<file path="src/tmd_pkg.sv">
// Purpose: Constants and types for the touch discharge configuration block
// Assumes: 32-bit register words on a plain strobe port
// Notes: Register offsets are byte addresses
//
// What this block does
// - Sources and reference on only while enabled
// - Reference select: band gap or supply fraction
// - Internal resistor or external resistor pin
// - Current scaled by trim field
// - Mirror current onto masked Y pins only
// - Comparators may power down when idle
// - Comparators always on when control zero
// - Stop discharge on a set count of positives in the last five samples
// - Consensus zero stops on first positive
// - Cx discharge lasts discharge-length prescaler cycles
// - Twelve-bit spacing from Cx discharge end to next X-line start
// - Sync falling edge triggers acquisition
`default_nettype none

package tmd_pkg;
  localparam int unsigned ADDR_W = 8;
  localparam int unsigned NUM_Y = 16;
  localparam int unsigned NUM_X = 8;
  localparam int unsigned CONS_WIN = 5;

  localparam logic [7:0] DSC_OFFSET = 8'h34;
  localparam logic [7:0] MGC2_OFFSET = 8'h38;
  localparam logic [7:0] CTL_OFFSET = 8'h3C;
  localparam logic [7:0] STAT_OFFSET = 8'h40;

  localparam logic [31:0] DSC_RESET = 32'h00000000;
  localparam logic [31:0] MGC2_RESET = 32'h00000000;
  localparam logic [31:0] CTL_RESET = 32'h00000000;

  // Discharge source control fields
  localparam int unsigned DISCHARGE_GLOBAL_ENABLE_BIT = 0;
  localparam int unsigned VREF_BIT = 1;
  localparam int unsigned RINT_BIT = 2;
  localparam int unsigned TRIM_LSB = 8;
  localparam int unsigned TRIM_W = 8;
  localparam int unsigned SRC_LSB = 16;

  // Matrix group config two fields
  localparam int unsigned ACC_BIT = 31;
  localparam int unsigned CONS_LSB = 28;
  localparam int unsigned CONS_W = 3;
  localparam int unsigned CXD_LSB = 16;
  localparam int unsigned CXD_W = 8;
  localparam int unsigned SYNCT_LSB = 0;
  localparam int unsigned SYNCT_W = 12;

  // Control register fields
  localparam int unsigned START_BIT = 0;
  localparam int unsigned SYNCEN_BIT = 1;
  localparam int unsigned PSC_LSB = 8;
  localparam int unsigned PSC_W = 8;

  typedef struct packed {
    logic discharge_global_enable;
    logic reference_voltage_select;
    logic internal_resistor_select;
    logic [7:0] trim;
    logic [15:0] sources;
  } tmd_dsc_t;

  typedef struct packed {
    logic comparator_power_control;
    logic [2:0] consensus_count;
    logic [7:0] cx_discharge_length;
    logic [11:0] x_line_spacing_interval;
  } tmd_mgc2_t;

  typedef enum logic [4:0] {
    ST_IDLE = 5'h01,
    ST_WAIT = 5'h02,
    ST_BURST = 5'h04,
    ST_CXDIS = 5'h08,
    ST_SPACE = 5'h10
  } tmd_state_t;
endpackage

`default_nettype wire

</file>
<file path="src/tmd_consensus.sv">
// Purpose: Consensus filter over the last five comparator samples
// Assumes: Sample enable from the burst prescaler domain logic
// Notes: History clears on start of each discharge
`default_nettype none

module tmd_consensus (
  input wire logic clk_i,
  input wire logic sys_rst_i,
  input wire logic clear_i,
  input wire logic sample_en_i,
  input wire logic cmp_i,
  input wire logic [2:0] count_i,
  output logic done_o
);
  logic [4:0] hist_r;
  logic [4:0] hist_nxt;
  logic [2:0] ones;

  always_comb begin
    hist_nxt = hist_r;
    if (clear_i) begin
      hist_nxt = '0;
    end else if (sample_en_i) begin
      hist_nxt = {hist_r[3:0], cmp_i};
    end
  end

  always_ff @(posedge clk_i or posedge sys_rst_i) begin
    if (sys_rst_i) begin
      hist_r <= '0;
    end else begin
      hist_r <= hist_nxt;
    end
  end

  always_comb begin
    ones = '0;
    for (int i = 0; i < 5; i++) begin
      ones = ones + {2'b00, hist_r[i]};
    end
    if (count_i == 3'h0) begin
      done_o = hist_r[0];
    end else begin
      done_o = (ones >= count_i);
    end
  end
endmodule

`default_nettype wire

</file>
<file path="src/tmd_top.sv">
// Purpose: Discharge source control and matrix acquisition timing
// Assumes: 20 MHz clock, asynchronous sync and comparator inputs
// Notes: Analog parts sit outside; this block drives their controls
`default_nettype none

module tmd_top (
  input wire logic clk_i,
  input wire logic sys_rst_i,
  input wire logic [7:0] addr_i,
  input wire logic [31:0] wdata_i,
  input wire logic wr_i,
  input wire logic rd_i,
  output logic [31:0] rdata_o,
  input wire logic cmp_i,
  input wire logic sync_i,
  output logic src_en_o,
  output logic vref_en_o,
  output logic vref_sel_o,
  output logic rint_sel_o,
  output logic rpin_en_o,
  output logic [7:0] trim_o,
  output logic [15:0] y_src_o,
  output logic cmp_en_o,
  output logic cx_dis_o,
  output logic burst_o,
  output logic [2:0] x_line_o
);
  // ----------------------------------------
  // Registers
  // ----------------------------------------
  tmd_pkg::tmd_dsc_t dsc_r, dsc_nxt;
  tmd_pkg::tmd_mgc2_t mgc_r, mgc_nxt;
  logic syncen_r, syncen_nxt;
  logic [7:0] psc_r, psc_nxt;
  logic start_nxt;
  logic [31:0] rd_nxt;
  logic [31:0] dsc_word;
  logic [31:0] mgc_word;
  logic [31:0] ctl_word;
  logic [31:0] stat_word;

  assign dsc_word = {dsc_r.sources, dsc_r.trim, 5'h00, dsc_r.internal_resistor_select,
                     dsc_r.reference_voltage_select, dsc_r.discharge_global_enable};
  assign mgc_word = {mgc_r.comparator_power_control, mgc_r.consensus_count, 4'h0,
                     mgc_r.cx_discharge_length, 4'h0, mgc_r.x_line_spacing_interval};

  // ----------------------------------------
  // Synchronisers and sync edge
  // ----------------------------------------
  logic cmp_s1_r, cmp_s2_r, sync_s1_r, sync_s2_r, sync_d_r;
  logic sync_fall;

  always_ff @(posedge clk_i or posedge sys_rst_i) begin
    if (sys_rst_i) begin
      cmp_s1_r <= 1'b0;
      cmp_s2_r <= 1'b0;
      sync_s1_r <= 1'b1;
      sync_s2_r <= 1'b1;
      sync_d_r <= 1'b1;
    end else begin
      cmp_s1_r <= cmp_i;
      cmp_s2_r <= cmp_s1_r;
      sync_s1_r <= sync_i;
      sync_s2_r <= sync_s1_r;
      sync_d_r <= sync_s2_r;
    end
  end

  assign sync_fall = sync_d_r & ~sync_s2_r;

  // ----------------------------------------
  // Burst prescaler
  // ----------------------------------------
  logic [7:0] pcnt_r, pcnt_nxt;
  logic tick;

  assign tick = (pcnt_r == psc_r);

  always_comb begin
    pcnt_nxt = tick ? 8'h00 : pcnt_r + 8'h01;
  end

  always_ff @(posedge clk_i or posedge sys_rst_i) begin
    if (sys_rst_i) begin
      pcnt_r <= 8'h00;
    end else begin
      pcnt_r <= pcnt_nxt;
    end
  end

  // ----------------------------------------
  // Register port
  // ----------------------------------------
  tmd_pkg::tmd_state_t st_r, st_nxt;

  always_comb begin
    dsc_nxt = dsc_r;
    mgc_nxt = mgc_r;
    syncen_nxt = syncen_r;
    psc_nxt = psc_r;
    start_nxt = 1'b0;
    rd_nxt = 32'h00000000;
    ctl_word = {16'h0000, psc_r, 6'h00, syncen_r, 1'b0};
    stat_word = {24'h000000, 3'h0, st_r};
    if (wr_i) begin
      case (addr_i)
        tmd_pkg::DSC_OFFSET: begin
          dsc_nxt.discharge_global_enable = wdata_i[tmd_pkg::DISCHARGE_GLOBAL_ENABLE_BIT];
          dsc_nxt.reference_voltage_select = wdata_i[tmd_pkg::VREF_BIT];
          dsc_nxt.internal_resistor_select = wdata_i[tmd_pkg::RINT_BIT];
          dsc_nxt.trim = wdata_i[tmd_pkg::TRIM_LSB +: tmd_pkg::TRIM_W];
          dsc_nxt.sources = wdata_i[tmd_pkg::SRC_LSB +: tmd_pkg::NUM_Y];
        end
        tmd_pkg::MGC2_OFFSET: begin
          mgc_nxt.comparator_power_control = wdata_i[tmd_pkg::ACC_BIT];
          mgc_nxt.consensus_count = wdata_i[tmd_pkg::CONS_LSB +: tmd_pkg::CONS_W];
          mgc_nxt.cx_discharge_length = wdata_i[tmd_pkg::CXD_LSB +: tmd_pkg::CXD_W];
          mgc_nxt.x_line_spacing_interval = wdata_i[tmd_pkg::SYNCT_LSB +: tmd_pkg::SYNCT_W];
        end
        tmd_pkg::CTL_OFFSET: begin
          start_nxt = wdata_i[tmd_pkg::START_BIT];
          syncen_nxt = wdata_i[tmd_pkg::SYNCEN_BIT];
          psc_nxt = wdata_i[tmd_pkg::PSC_LSB +: tmd_pkg::PSC_W];
        end
        default: begin
        end
      endcase
    end
    if (rd_i) begin
      case (addr_i)
        tmd_pkg::DSC_OFFSET: rd_nxt = dsc_word;
        tmd_pkg::MGC2_OFFSET: rd_nxt = mgc_word;
        tmd_pkg::CTL_OFFSET: rd_nxt = ctl_word;
        tmd_pkg::STAT_OFFSET: rd_nxt = stat_word;
        default: rd_nxt = 32'h00000000;
      endcase
    end
  end

  always_ff @(posedge clk_i or posedge sys_rst_i) begin
    if (sys_rst_i) begin
      dsc_r <= tmd_pkg::DSC_RESET[26:0];
      mgc_r <= tmd_pkg::MGC2_RESET[23:0];
      syncen_r <= tmd_pkg::CTL_RESET[tmd_pkg::SYNCEN_BIT];
      psc_r <= tmd_pkg::CTL_RESET[tmd_pkg::PSC_LSB +: tmd_pkg::PSC_W];
    end else begin
      dsc_r <= dsc_nxt;
      mgc_r <= mgc_nxt;
      syncen_r <= syncen_nxt;
      psc_r <= psc_nxt;
    end
  end

  // ----------------------------------------
  // Acquisition sequencer
  // ----------------------------------------
  logic [11:0] cnt_r, cnt_nxt;
  logic [2:0] xl_r, xl_nxt;
  logic cons_done;
  logic cons_clear;
  logic in_burst;

  assign in_burst = (st_r == tmd_pkg::ST_BURST);
  assign cons_clear = (st_r != tmd_pkg::ST_BURST);

  tmd_consensus u_cons (
    .clk_i(clk_i),
    .sys_rst_i(sys_rst_i),
    .clear_i(cons_clear),
    .sample_en_i(in_burst & tick),
    .cmp_i(cmp_s2_r),
    .count_i(mgc_r.consensus_count),
    .done_o(cons_done)
  );

  always_comb begin
    st_nxt = st_r;
    cnt_nxt = cnt_r;
    xl_nxt = xl_r;
    case (st_r)
      tmd_pkg::ST_IDLE: begin
        if (start_nxt) begin
          xl_nxt = 3'h0;
          st_nxt = syncen_r ? tmd_pkg::ST_WAIT : tmd_pkg::ST_BURST;
        end
      end
      tmd_pkg::ST_WAIT: begin
        if (sync_fall) begin
          st_nxt = tmd_pkg::ST_BURST;
        end
      end
      tmd_pkg::ST_BURST: begin
        if (cons_done) begin
          st_nxt = tmd_pkg::ST_CXDIS;
          cnt_nxt = {4'h0, mgc_r.cx_discharge_length};
        end
      end
      tmd_pkg::ST_CXDIS: begin
        if (cnt_r == 12'h000) begin
          if (xl_r == 3'(tmd_pkg::NUM_X - 1)) begin
            st_nxt = tmd_pkg::ST_IDLE;
          end else if (mgc_r.x_line_spacing_interval == 12'h000) begin
            xl_nxt = xl_r + 3'h1;
            st_nxt = tmd_pkg::ST_BURST;
          end else begin
            cnt_nxt = mgc_r.x_line_spacing_interval;
            st_nxt = tmd_pkg::ST_SPACE;
          end
        end else if (tick) begin
          cnt_nxt = cnt_r - 12'h001;
        end
      end
      tmd_pkg::ST_SPACE: begin
        if (cnt_r == 12'h000) begin
          xl_nxt = xl_r + 3'h1;
          st_nxt = tmd_pkg::ST_BURST;
        end else if (tick) begin
          cnt_nxt = cnt_r - 12'h001;
        end
      end
      default: st_nxt = tmd_pkg::ST_IDLE;
    endcase
  end

  always_ff @(posedge clk_i or posedge sys_rst_i) begin
    if (sys_rst_i) begin
      st_r <= tmd_pkg::ST_IDLE;
      cnt_r <= 12'h000;
      xl_r <= 3'h0;
    end else begin
      st_r <= st_nxt;
      cnt_r <= cnt_nxt;
      xl_r <= xl_nxt;
    end
  end

  // ----------------------------------------
  // Output registers
  // ----------------------------------------
  always_ff @(posedge clk_i or posedge sys_rst_i) begin
    if (sys_rst_i) begin
      src_en_o <= 1'b0;
      vref_en_o <= 1'b0;
      vref_sel_o <= 1'b0;
      rint_sel_o <= 1'b0;
      rpin_en_o <= 1'b0;
      trim_o <= 8'h00;
      y_src_o <= 16'h0000;
      cmp_en_o <= 1'b1;
      cx_dis_o <= 1'b0;
      burst_o <= 1'b0;
      x_line_o <= 3'h0;
      rdata_o <= 32'h00000000;
    end else begin
      src_en_o <= dsc_nxt.discharge_global_enable;
      vref_en_o <= dsc_nxt.discharge_global_enable;
      vref_sel_o <= dsc_nxt.reference_voltage_select;
      rint_sel_o <= dsc_nxt.discharge_global_enable & dsc_nxt.internal_resistor_select;
      rpin_en_o <= dsc_nxt.discharge_global_enable & ~dsc_nxt.internal_resistor_select;
      trim_o <= dsc_nxt.trim;
      y_src_o <= dsc_nxt.discharge_global_enable ? dsc_nxt.sources : 16'h0000;
      // Idle comparators off only when power control allows
      cmp_en_o <= ~mgc_nxt.comparator_power_control | (st_nxt == tmd_pkg::ST_BURST);
      cx_dis_o <= (st_nxt == tmd_pkg::ST_CXDIS);
      burst_o <= (st_nxt == tmd_pkg::ST_BURST);
      x_line_o <= xl_nxt;
      rdata_o <= rd_nxt;
    end
  end
endmodule

`default_nettype wire

</file>
<file path="config.mk">
export PLATFORM = sky130hd
export DESIGN_NAME = tmd_top
export DESIGN_NICKNAME = d
export VERILOG_FILES = /design/src/tmd_pkg.sv /design/src/tmd_consensus.sv /design/src/tmd_top.sv
export SDC_FILE = /design/constraint.sdc
export NUM_CORES = 1
export LEC_CHECK = 0
export BUFFER_PORTS_ARGS = -buffer_cell sky130_fd_sc_hd__buf_4
export CORE_MARGIN = 10
export CORE_UTILIZATION = 50
export DETAILED_ROUTE_END_ITERATION = 7
export PLACE_DENSITY = 0.68
export REMOVE_ABC_BUFFERS = 1
export SYNTH_ARGS = -nofsm -noshare
export SYNTH_HDL_FRONTEND = slang
export SYNTH_SLANG_ARGS = --single-unit
</file>
<file path="constraint.sdc">
create_clock -name clk_i -period 6.9 [get_ports clk_i]
set_input_delay 1.035 -clock clk_i [delete_from_list [all_inputs] [get_ports clk_i]]
set_output_delay 1.035 -clock clk_i [all_outputs]
set_load 0.02 [all_outputs]
</file>
==> run_results.csv, run 1 <==
group,metric,value,unit
clock_network,postCtsSetupRepairBufs,0,
global_routing,antenna_found_initial,0,
worst_setup_path,required,7.24,ns
clock_network,cts-root-buf,"clkbuf_16",
route,totalWireLength,17080,um
sta,fmax,261.3,MHz
clock_network,clock_latency,0.42,ns
sta,rsz0062_at_grt,"false",
pwr,vdd_ir_drop_max,0.1642,mV
pwr,power_frac_comb,11.9,%
yosys,synth-warning-count,0,
yosys,synth-seq-area-share,55.64,%
sta,tightest_slew,1.070,ns
pwr,p_per_area,258.4,nW/um2
route,wl_met3,1216,um
yosys,synth_area,6803,um2
worst_setup_path,cp.buffers_inverters,2,
yosys,ys_types,59,
route,drt_first_pass_iters,5,
pwr,p_switching,536.8,uW
finish,post-route-util,62.51,%
yosys,synth_cells,585,
route,wl_met1,7346,um
finish,nFillCells,1088,
finish,nets,740,
sta,finalMaxSlewViolations,0,
yosys,yosys_most_used_dff,"dfrtp_1",
route,viasPerCell,5.736,
worst_setup_path,start_kind,"flop",
floorplanning,start_util,51.17,%
pwr,intPower,1.611,mW
yosys,syn_avg_cell_area,11.63,um2
global_routing,grt-ovfl-total,0,
route,drc_errors,0,
pwr,p_seq_share,45.6,%
floorplanning,die_x,136.6,um
clock_network,ctsResizeCount,0,
yosys,synth_edf_count,0,
finish,drive_gt1_share,33.62,%
worst_setup_path,cp-startpoint,"u_cons.hist_r[0]$_DFFE_PP0P_",
route,drt_iter0_drc,376,
clock_network,h-tree-depth,4,
finish,final_common_cell,"dfrtp_1",
sta,relSlewSlack,28.65,%
worst_setup_path,arrival,4.17,ns
floorplanning,io_pins,113,
worst_setup_path,critPathTopFamily,"adder cells",
floorplanning,die_area,18670,um2
global_routing,grt_pass1_wl,27210,um
clock_network,ctsHoldBuffers,0,
clock_network,clockBufferDepth,2,
worst_setup_path,regToRegStartpoint,"u_cons.hist_r[0]$_DFFE_PP0P_",
worst_setup_path,cp-end-kind,"flop",
run,maxCapViolations,0,
worst_setup_path,crit_fanout,22,
route,top_layer,"met4",
route,via_count,5002,
sta,hold_ws,0.3543,ns
pwr,p_total,2.148,mW
min_path,min-delay-start,"cmp_s1_r$_DFF_PP0_",
route,wl_met2,8328,um
worst_setup_path,cp_common_cell,"ha_1",
route,ant_nets,0,
pwr,pwr-share-clk,42.5,%
sta,layout_min_cycle_time,3.827,ns
floorplanning,die_h,136.6,um
clock_network,cts_tree,"done",
worst_setup_path,cpMaxStageDelayCell,"a211oi_4",
finish,syn2layout_area_growth,22.16,%
place,place.gp.congestion,0.8418,
sta,final_hold_viol_count,0,
sta,setup_slack,3.073,ns
clock_network,numCtsBuffers,17,
worst_setup_path,crit_chain,"ha_1 > inv_1 > fa_1 > inv_1 > ha_1 > fa_1 > ha_1 > o21ai_0 > o211ai_1 > o2bb2ai_2 > a211oi_4 > o21ai_0 > o21ai_1",
floorplanning,core-area,13300,um2
place,dp_hpwl,11890,um
place,place_ws,2.997,ns
pwr,switching_share,24.99,%
min_path,hold_path_class,"flop to flop",
sta,setup_viol,0,
global_routing,grt.total_usage,18.68,%
sta,finClkSkew,0.008638,ns
global_routing,grt_pass1_vias,5102,
sta,setup_tns,0,ns
clock_network,clkTransAtPathRegs,0.06,ns
place,io_buffers,112,
outcome,status,"finished clean",
sta,min_period_over_period,55.47,%
worst_setup_path,max_stage_delay,0.70,ns
clock_network,clock_sinks,151,
route,wl_per_cell,19.59,um
finish,most-common-layout-cells,"dfrtp_1, buf_4, mux2_2, nor2_1, o21ai_0",
yosys,async_flop_share,100.0,%
worst_setup_path,crit_type,"flop to flop",
global_routing,grt_max_degree,86,
finish,n_antenna_cell,0,
yosys,ys_seq_elements,151,
pwr,p_leak,3.997,nW
floorplanning,rows,42,
[registers in the layout (all words and copies together) (netlist names), 3 cells and up]
register and cells:
dsc_r 17, psc_r 8, x_line_o 3, st_r 5, trim_o 8, pcnt_r 8, rdata_o 32, u_cons.hist_r 5
y_src_o 16, cnt_r 12, mgc_r 24
[power groups by stage]
stage / Clock (mW) / Sequential (mW) / Combinational [mW]
3_3_place_gp: 0 / 0.990 / 0.249
4_1_cts: 0.930 / 0.977 / 0.259
6_report: 0.914 / 0.978 / 0.256
2_1_floorplan: 0 / 0.996 / 0.144
3_5_place_dp: 0 / 0.993 / 0.257
5_1_grt: 0.967 / 0.983 / 0.281
[synthesized netlist by cell type, drive strengths merged (2+ instances only)]
library cell | n | area, um2
nor3 | 7 | 35.03
or3 | 2 | 12.51
and2 | 3 | 18.77
clkbuf | 22 | 82.58
and3 | 13 | 82.58
a211oi | 2 | 32.53
xor2 | 6 | 52.55
nor4 | 9 | 75.08
o211ai | 3 | 22.52
nand2 | 29 | 113.9
dfrtp | 146 | 3654
o2111ai | 2 | 17.52
a22oi | 25 | 187.7
mux2 | 65 | 732.0
o22a | 2 | 17.52
or4 | 3 | 30.03
nand4 | 4 | 25.02
nand2b | 6 | 37.54
xnor2 | 9 | 78.83
o21a | 2 | 15.01
nor2b | 7 | 43.79
a222oi | 2 | 20.02
nand3 | 26 | 130.1
a22o | 6 | 52.55
o21ai | 39 | 198.9
and3b | 5 | 43.79
fa | 2 | 40.04
inv | 16 | 60.06
nand3b | 4 | 30.03
a32oi | 3 | 26.28
dfstp | 5 | 131.4
buf | 16 | 107.6
a31oi | 13 | 81.33
ha | 9 | 112.6
a21oi | 7 | 38.79
nor2 | 45 | 176.4
o2bb2ai | 4 | 41.29
mux2i | 8 | 80.08
[worst paths after layout]
check | to | slack [ns] | depth (start not counted)
hold reg to reg | cmp_s2_r$_DFF_PP0_ | 0.35 | 0
setup / recovery | cnt_r[6]$_DFFE_PP0P_ | 3.07 | 13
min in group asynchronous | dsc_r[4]$_DFF_PP0_ | 0.76 | 2
max in group asynchronous | mgc_r[22]$_DFFE_PP0P_ | 4.80 | 3
hold / removal | cmp_s2_r$_DFF_PP0_ | 0.35 | 0
setup reg to reg | cnt_r[6]$_DFFE_PP0P_ | 3.07 | 13
[cells by family (layout without fill, tap and decap cells)]
group / after synthesis / in the layout / share of synthesized area, %
DFF: 151 / 151 / 55.64
AOI/OAI and AO/OA: 115 / 115 / 11.64
xor gates and xnor gates: 15 / 15 / 1.931
adders and majority gates: 11 / 11 / 2.244
and+or+nand+nor: 166 / 166 / 12.93
buffers and inverters: 54 / 165 / 3.678
muxes: 73 / 73 / 11.94
[per-layer routing]
layer / vias to the layer above / track usage [%]
li1: 2297 / -
met1: 2509 / 23.00
met2: 178 / 30.79
met3: 18 / 5.865
met4: 0 / 5.621
met5: - / 0
[metrics by stage]
step	cells	cell area [um2]
2_1_floorplan	547	6613
3_3_place_gp	840	7721
3_5_place_dp	840	7721
4_1_cts	872	8310
5_1_grt	872	8310
6_report	872	8310
[final cells by class]
| type | count | area (um2) | area share [%] |
|---|---|---|---|
| clock buffers | 24 | 491.7 | 5.917 |
| clock inverters | 8 | 97.59 | 1.174 |
| inverters | 16 | 65.06 | 0.7829 |
| multi-input cells | 380 | 2773 | 33.36 |
| flip-flops and latches | 151 | 3785 | 45.54 |
| well taps | 176 | 220.2 | 2.650 |
| repair buffers | 117 | 878.3 | 10.57 |
No activity file was read; power rests on OpenSTA's default activity.
==> inputs of run 2 (changes only) <==
--- a/config.mk
+++ b/config.mk
@@ -5,6 +5,7 @@
 export SDC_FILE = /design/constraint.sdc
 export NUM_CORES = 1
 export LEC_CHECK = 0
+export ABC_AREA = 1
 export BUFFER_PORTS_ARGS = -buffer_cell sky130_fd_sc_hd__buf_4
 export CORE_MARGIN = 10
 export CORE_UTILIZATION = 50
==> constraint.sdc (replaced) <==
create_clock -name clk_i -period 3.9 [get_ports clk_i]
set_input_delay 0.585 -clock clk_i [delete_from_list [all_inputs] [get_ports clk_i]]
set_output_delay 0.585 -clock clk_i [all_outputs]
set_load 0.02 [all_outputs]
==> run_results.csv, run 2 <==
group,metric,value,unit
clock_network,ctsHoldBuffers,0,
finish,nFillCells,1264,
global_routing,grt_pass1_wl,28720,um
worst_setup_path,cpMaxStageDelayCell,"fa_1",
finish,syn2layout_area_growth,20.83,%
finish,top_regs,"rdata_o: 32 flops, mgc_r: 24 flops, dsc_r: 17 flops",
route,wl_per_cell,15.45,um
floorplanning,io_pins,113,
finish,n_antenna_cell,0,
yosys,synth_edf_count,0,
finish,nets,984,
finish,post-route-util,61.49,%
route,ant_nets,0,
clock_network,clkTransAtPathRegs,0.06,ns
clock_network,clock_latency,0.43,ns
worst_setup_path,ff2ff_setup_slack,0.50,ns
sta,min_period_over_period,87.30,%
finish,top_register,"rdata_o",
worst_setup_path,arrival,3.72,ns
run,maxCapViolations,0,
finish,largest_reg_flops,32,
yosys,synth_cells,819,
place,dp_hpwl,12750,um
clock_network,postCtsSetupRepairBufs,0,
yosys,syn_avg_cell_area,8.625,um2
clock_network,numCtsBuffers,17,
global_routing,grt-ovfl-total,0,
floorplanning,die_h,138.9,um
sta,final_hold_viol_count,0,
clock_network,clockBufferDepth,2,
yosys,synth-seq-area-share,53.58,%
outcome,status,"finished clean",
worst_setup_path,crit_type,"flop to flop",
finish,most-common-layout-cells,"nand2_1, dfrtp_1, buf_4, inv_1, nor2_1",
sta,fmax,293.7,MHz
worst_setup_path,crit_fanout,13,
place,place.gp.congestion,0.8435,
worst_setup_path,rr_worst_depth,16,
yosys,synth.most_common_cell,"nand2_1",
clock_network,clock_sinks,151,
place,place_ws,0.5198,ns
route,via_count,5619,
floorplanning,start_util,50.89,%
sta,layout_min_cycle_time,3.405,ns
finish,final_common_cell,"nand2_1",
route,viasPerCell,5.017,
sta,finalMaxSlewViolations,0,
yosys,synth_common_cells,"nand2_1, dfrtp_1, inv_1",
sta,relSlewSlack,53.31,%
route,drt_iter0_drc,324,
min_path,min-delay-start,"cmp_i",
min_path,whs_path_depth,1,
place,io_buffers,112,
yosys,ys_seq_elements,151,
worst_setup_path,regToRegStartpoint,"u_cons.hist_r[0]$_DFFE_PP0P_",
worst_setup_path,crit_chain,"ha_1 > inv_1 > fa_1 > inv_1 > ha_1 > fa_1 > ha_1 > nand2_1 > inv_1 > o21ai_0 > nand4_1 > a21oi_1 > nor2_2 > o21ai_0 > nand2_1 > nand2_1",
pwr,p_leak,4.384,nW
yosys,synth_area,7064,um2
clock_network,cts_tree,"done",
global_routing,grt_pass1_vias,5666,
sta,finClkSkew,0.008527,ns
yosys,ys_types,43,
worst_setup_path,max_stage_delay,0.47,ns
sta,setup_slack,0.4952,ns
route,totalWireLength,17310,um
worst_setup_path,cp-end-kind,"flop",
place,place_area,7984,um2
pwr,p_per_area,469.9,nW/um2
min_path,holdPathEnd,"cmp_s1_r$_DFF_PP0_",
clock_network,h-tree-depth,4,
yosys,synthTopCellsByArea,"dfrtp_1, nand2_1, inv_1, nor2_1, o21ai_0",
floorplanning,die_x,138.9,um
global_routing,antenna_found_initial,0,
yosys,yosysTopAreaCell,"dfrtp_1",
pwr,vdd_ir_drop_max,0.4211,mV
finish,drive_gt1_share,21.38,%
worst_setup_path,required,4.21,ns
worst_setup_path,start_kind,"flop",
worst_setup_path,reg2reg_to,"cnt_r[3]$_DFFE_PP0P_",
floorplanning,die_area,19280,um2
yosys,yosys_most_used_dff,"dfrtp_1",
global_routing,grt.total_usage,18.22,%
min_path,hold_path_class,"input pin to flop",
floorplanning,rows,43,
finish,final_area,8536,um2
yosys,async_flop_share,100.0,%
sta,setup_viol,0,
yosys,synth-warning-count,0,
yosys,synth_top_cell_area_share,51.72,%
clock_network,cts-root-buf,"clkbuf_16",
floorplanning,core-area,13880,um2
route,drt_first_pass_iters,5,
global_routing,grt_max_degree,81,
clock_network,ctsResizeCount,0,
sta,rsz0062_at_grt,"false",
sta,tightest_slew,0.7004,ns
route,drc_errors,0,
==> run 2: cell types whose count changed after synthesis, moves of 16 or more <==
cell	change
nand2_1	+194
o21ai_0	+16
mux2_2	-55
inv_1	+91
a22oi_1	-20
a21oi_1	+31
nor2_1	+18
clkbuf_1	-18
==> run 2: cell families (layout without fill, tap and decap cells) <==
group                    count (synthesis)  in the layout  share of synthesized area [%]
AO/OA/AOI/OAI                          124            124                          9.724
AND/OR/NAND/NOR                        367            367                          22.87
multiplexers                            10             10                          1.594
XOR/XNOR                                 7              7                         0.8679
adder cells (fa/ha/maj)                 11             11                          2.161
buffers and inverters                  149            270                          9.210
flip-flops                             151            151                          53.58
==> run 2: routing by layer <==
metal  track usage, %  share of wire (%)  wire (um)
met1            23.07                 45       7721
met2            27.98                 45       7843
met3            7.158                8.6       1488
met4            5.876                1.5        253
met5                0                  0          0
==> run 2: where the power goes <==
group,switching (mW),internal (mW),leakage (nW)
Sequential,0.0979,1.68,1.84
Clock,0.646,0.897,0.261
Combinational,0.428,0.258,2.28
==> run 2: how the worst max path moves through the flow <==
| stage | from | to | slack [ns] | cells after the start |
|---|---|---|---|---|
| floorplan | sys_rst_i | burst_o$_DFF_PP0_ | -0.74 | 1 |
| global placement | u_cons.hist_r[1]$_DFFE_PP0P_ | cnt_r[3]$_DFFE_PP0P_ | 0.62 | 16 |
| detailed placement | u_cons.hist_r[1]$_DFFE_PP0P_ | cnt_r[3]$_DFFE_PP0P_ | 0.52 | 16 |
| CTS | u_cons.hist_r[0]$_DFFE_PP0P_ | cnt_r[3]$_DFFE_PP0P_ | 0.49 | 16 |
| global route | u_cons.hist_r[0]$_DFFE_PP0P_ | cnt_r[3]$_DFFE_PP0P_ | 0.25 | 16 |
| finish | u_cons.hist_r[0]$_DFFE_PP0P_ | cnt_r[3]$_DFFE_PP0P_ | 0.50 | 16 |
==> run 2: critical path, delay by kind of cell (launching register included) <==
family	cells	cell delay, ns
compound gates	3	0.36
fa+ha+maj	5	1.66
buf+inv	3	0.12
flops	1	0.40
simple gates	5	0.75
==> run 2: metrics by stage <==
stage | power [mW] | setup TNS (ns) | std cells | hold WS, ns
2_1_floorplan | 2.279 | -108.26 | 789 | 0.3312
3_3_place_gp | 2.483 | 0 | 1088 | 0.3343
3_5_place_dp | 2.498 | 0 | 1088 | 0.3364
4_1_cts | 4.046 | 0 | 1120 | 0.2531
5_1_grt | 4.212 | 0 | 1120 | 0.2554
6_report | 4.011 | 0 | 1120 | 0.2681
==> run 2: area by class of cell <==
cell class                 count  area [um2]  area share, %
clock buffer                  22       454.2          5.321
clock inverter                10       97.59          1.143
inverter                     119       451.7          5.292
multi-input combinational    519        2629          30.80
sequential                   151        3785          44.34
tap                          180       225.2          2.639
timing repair buffer         119       893.4          10.47
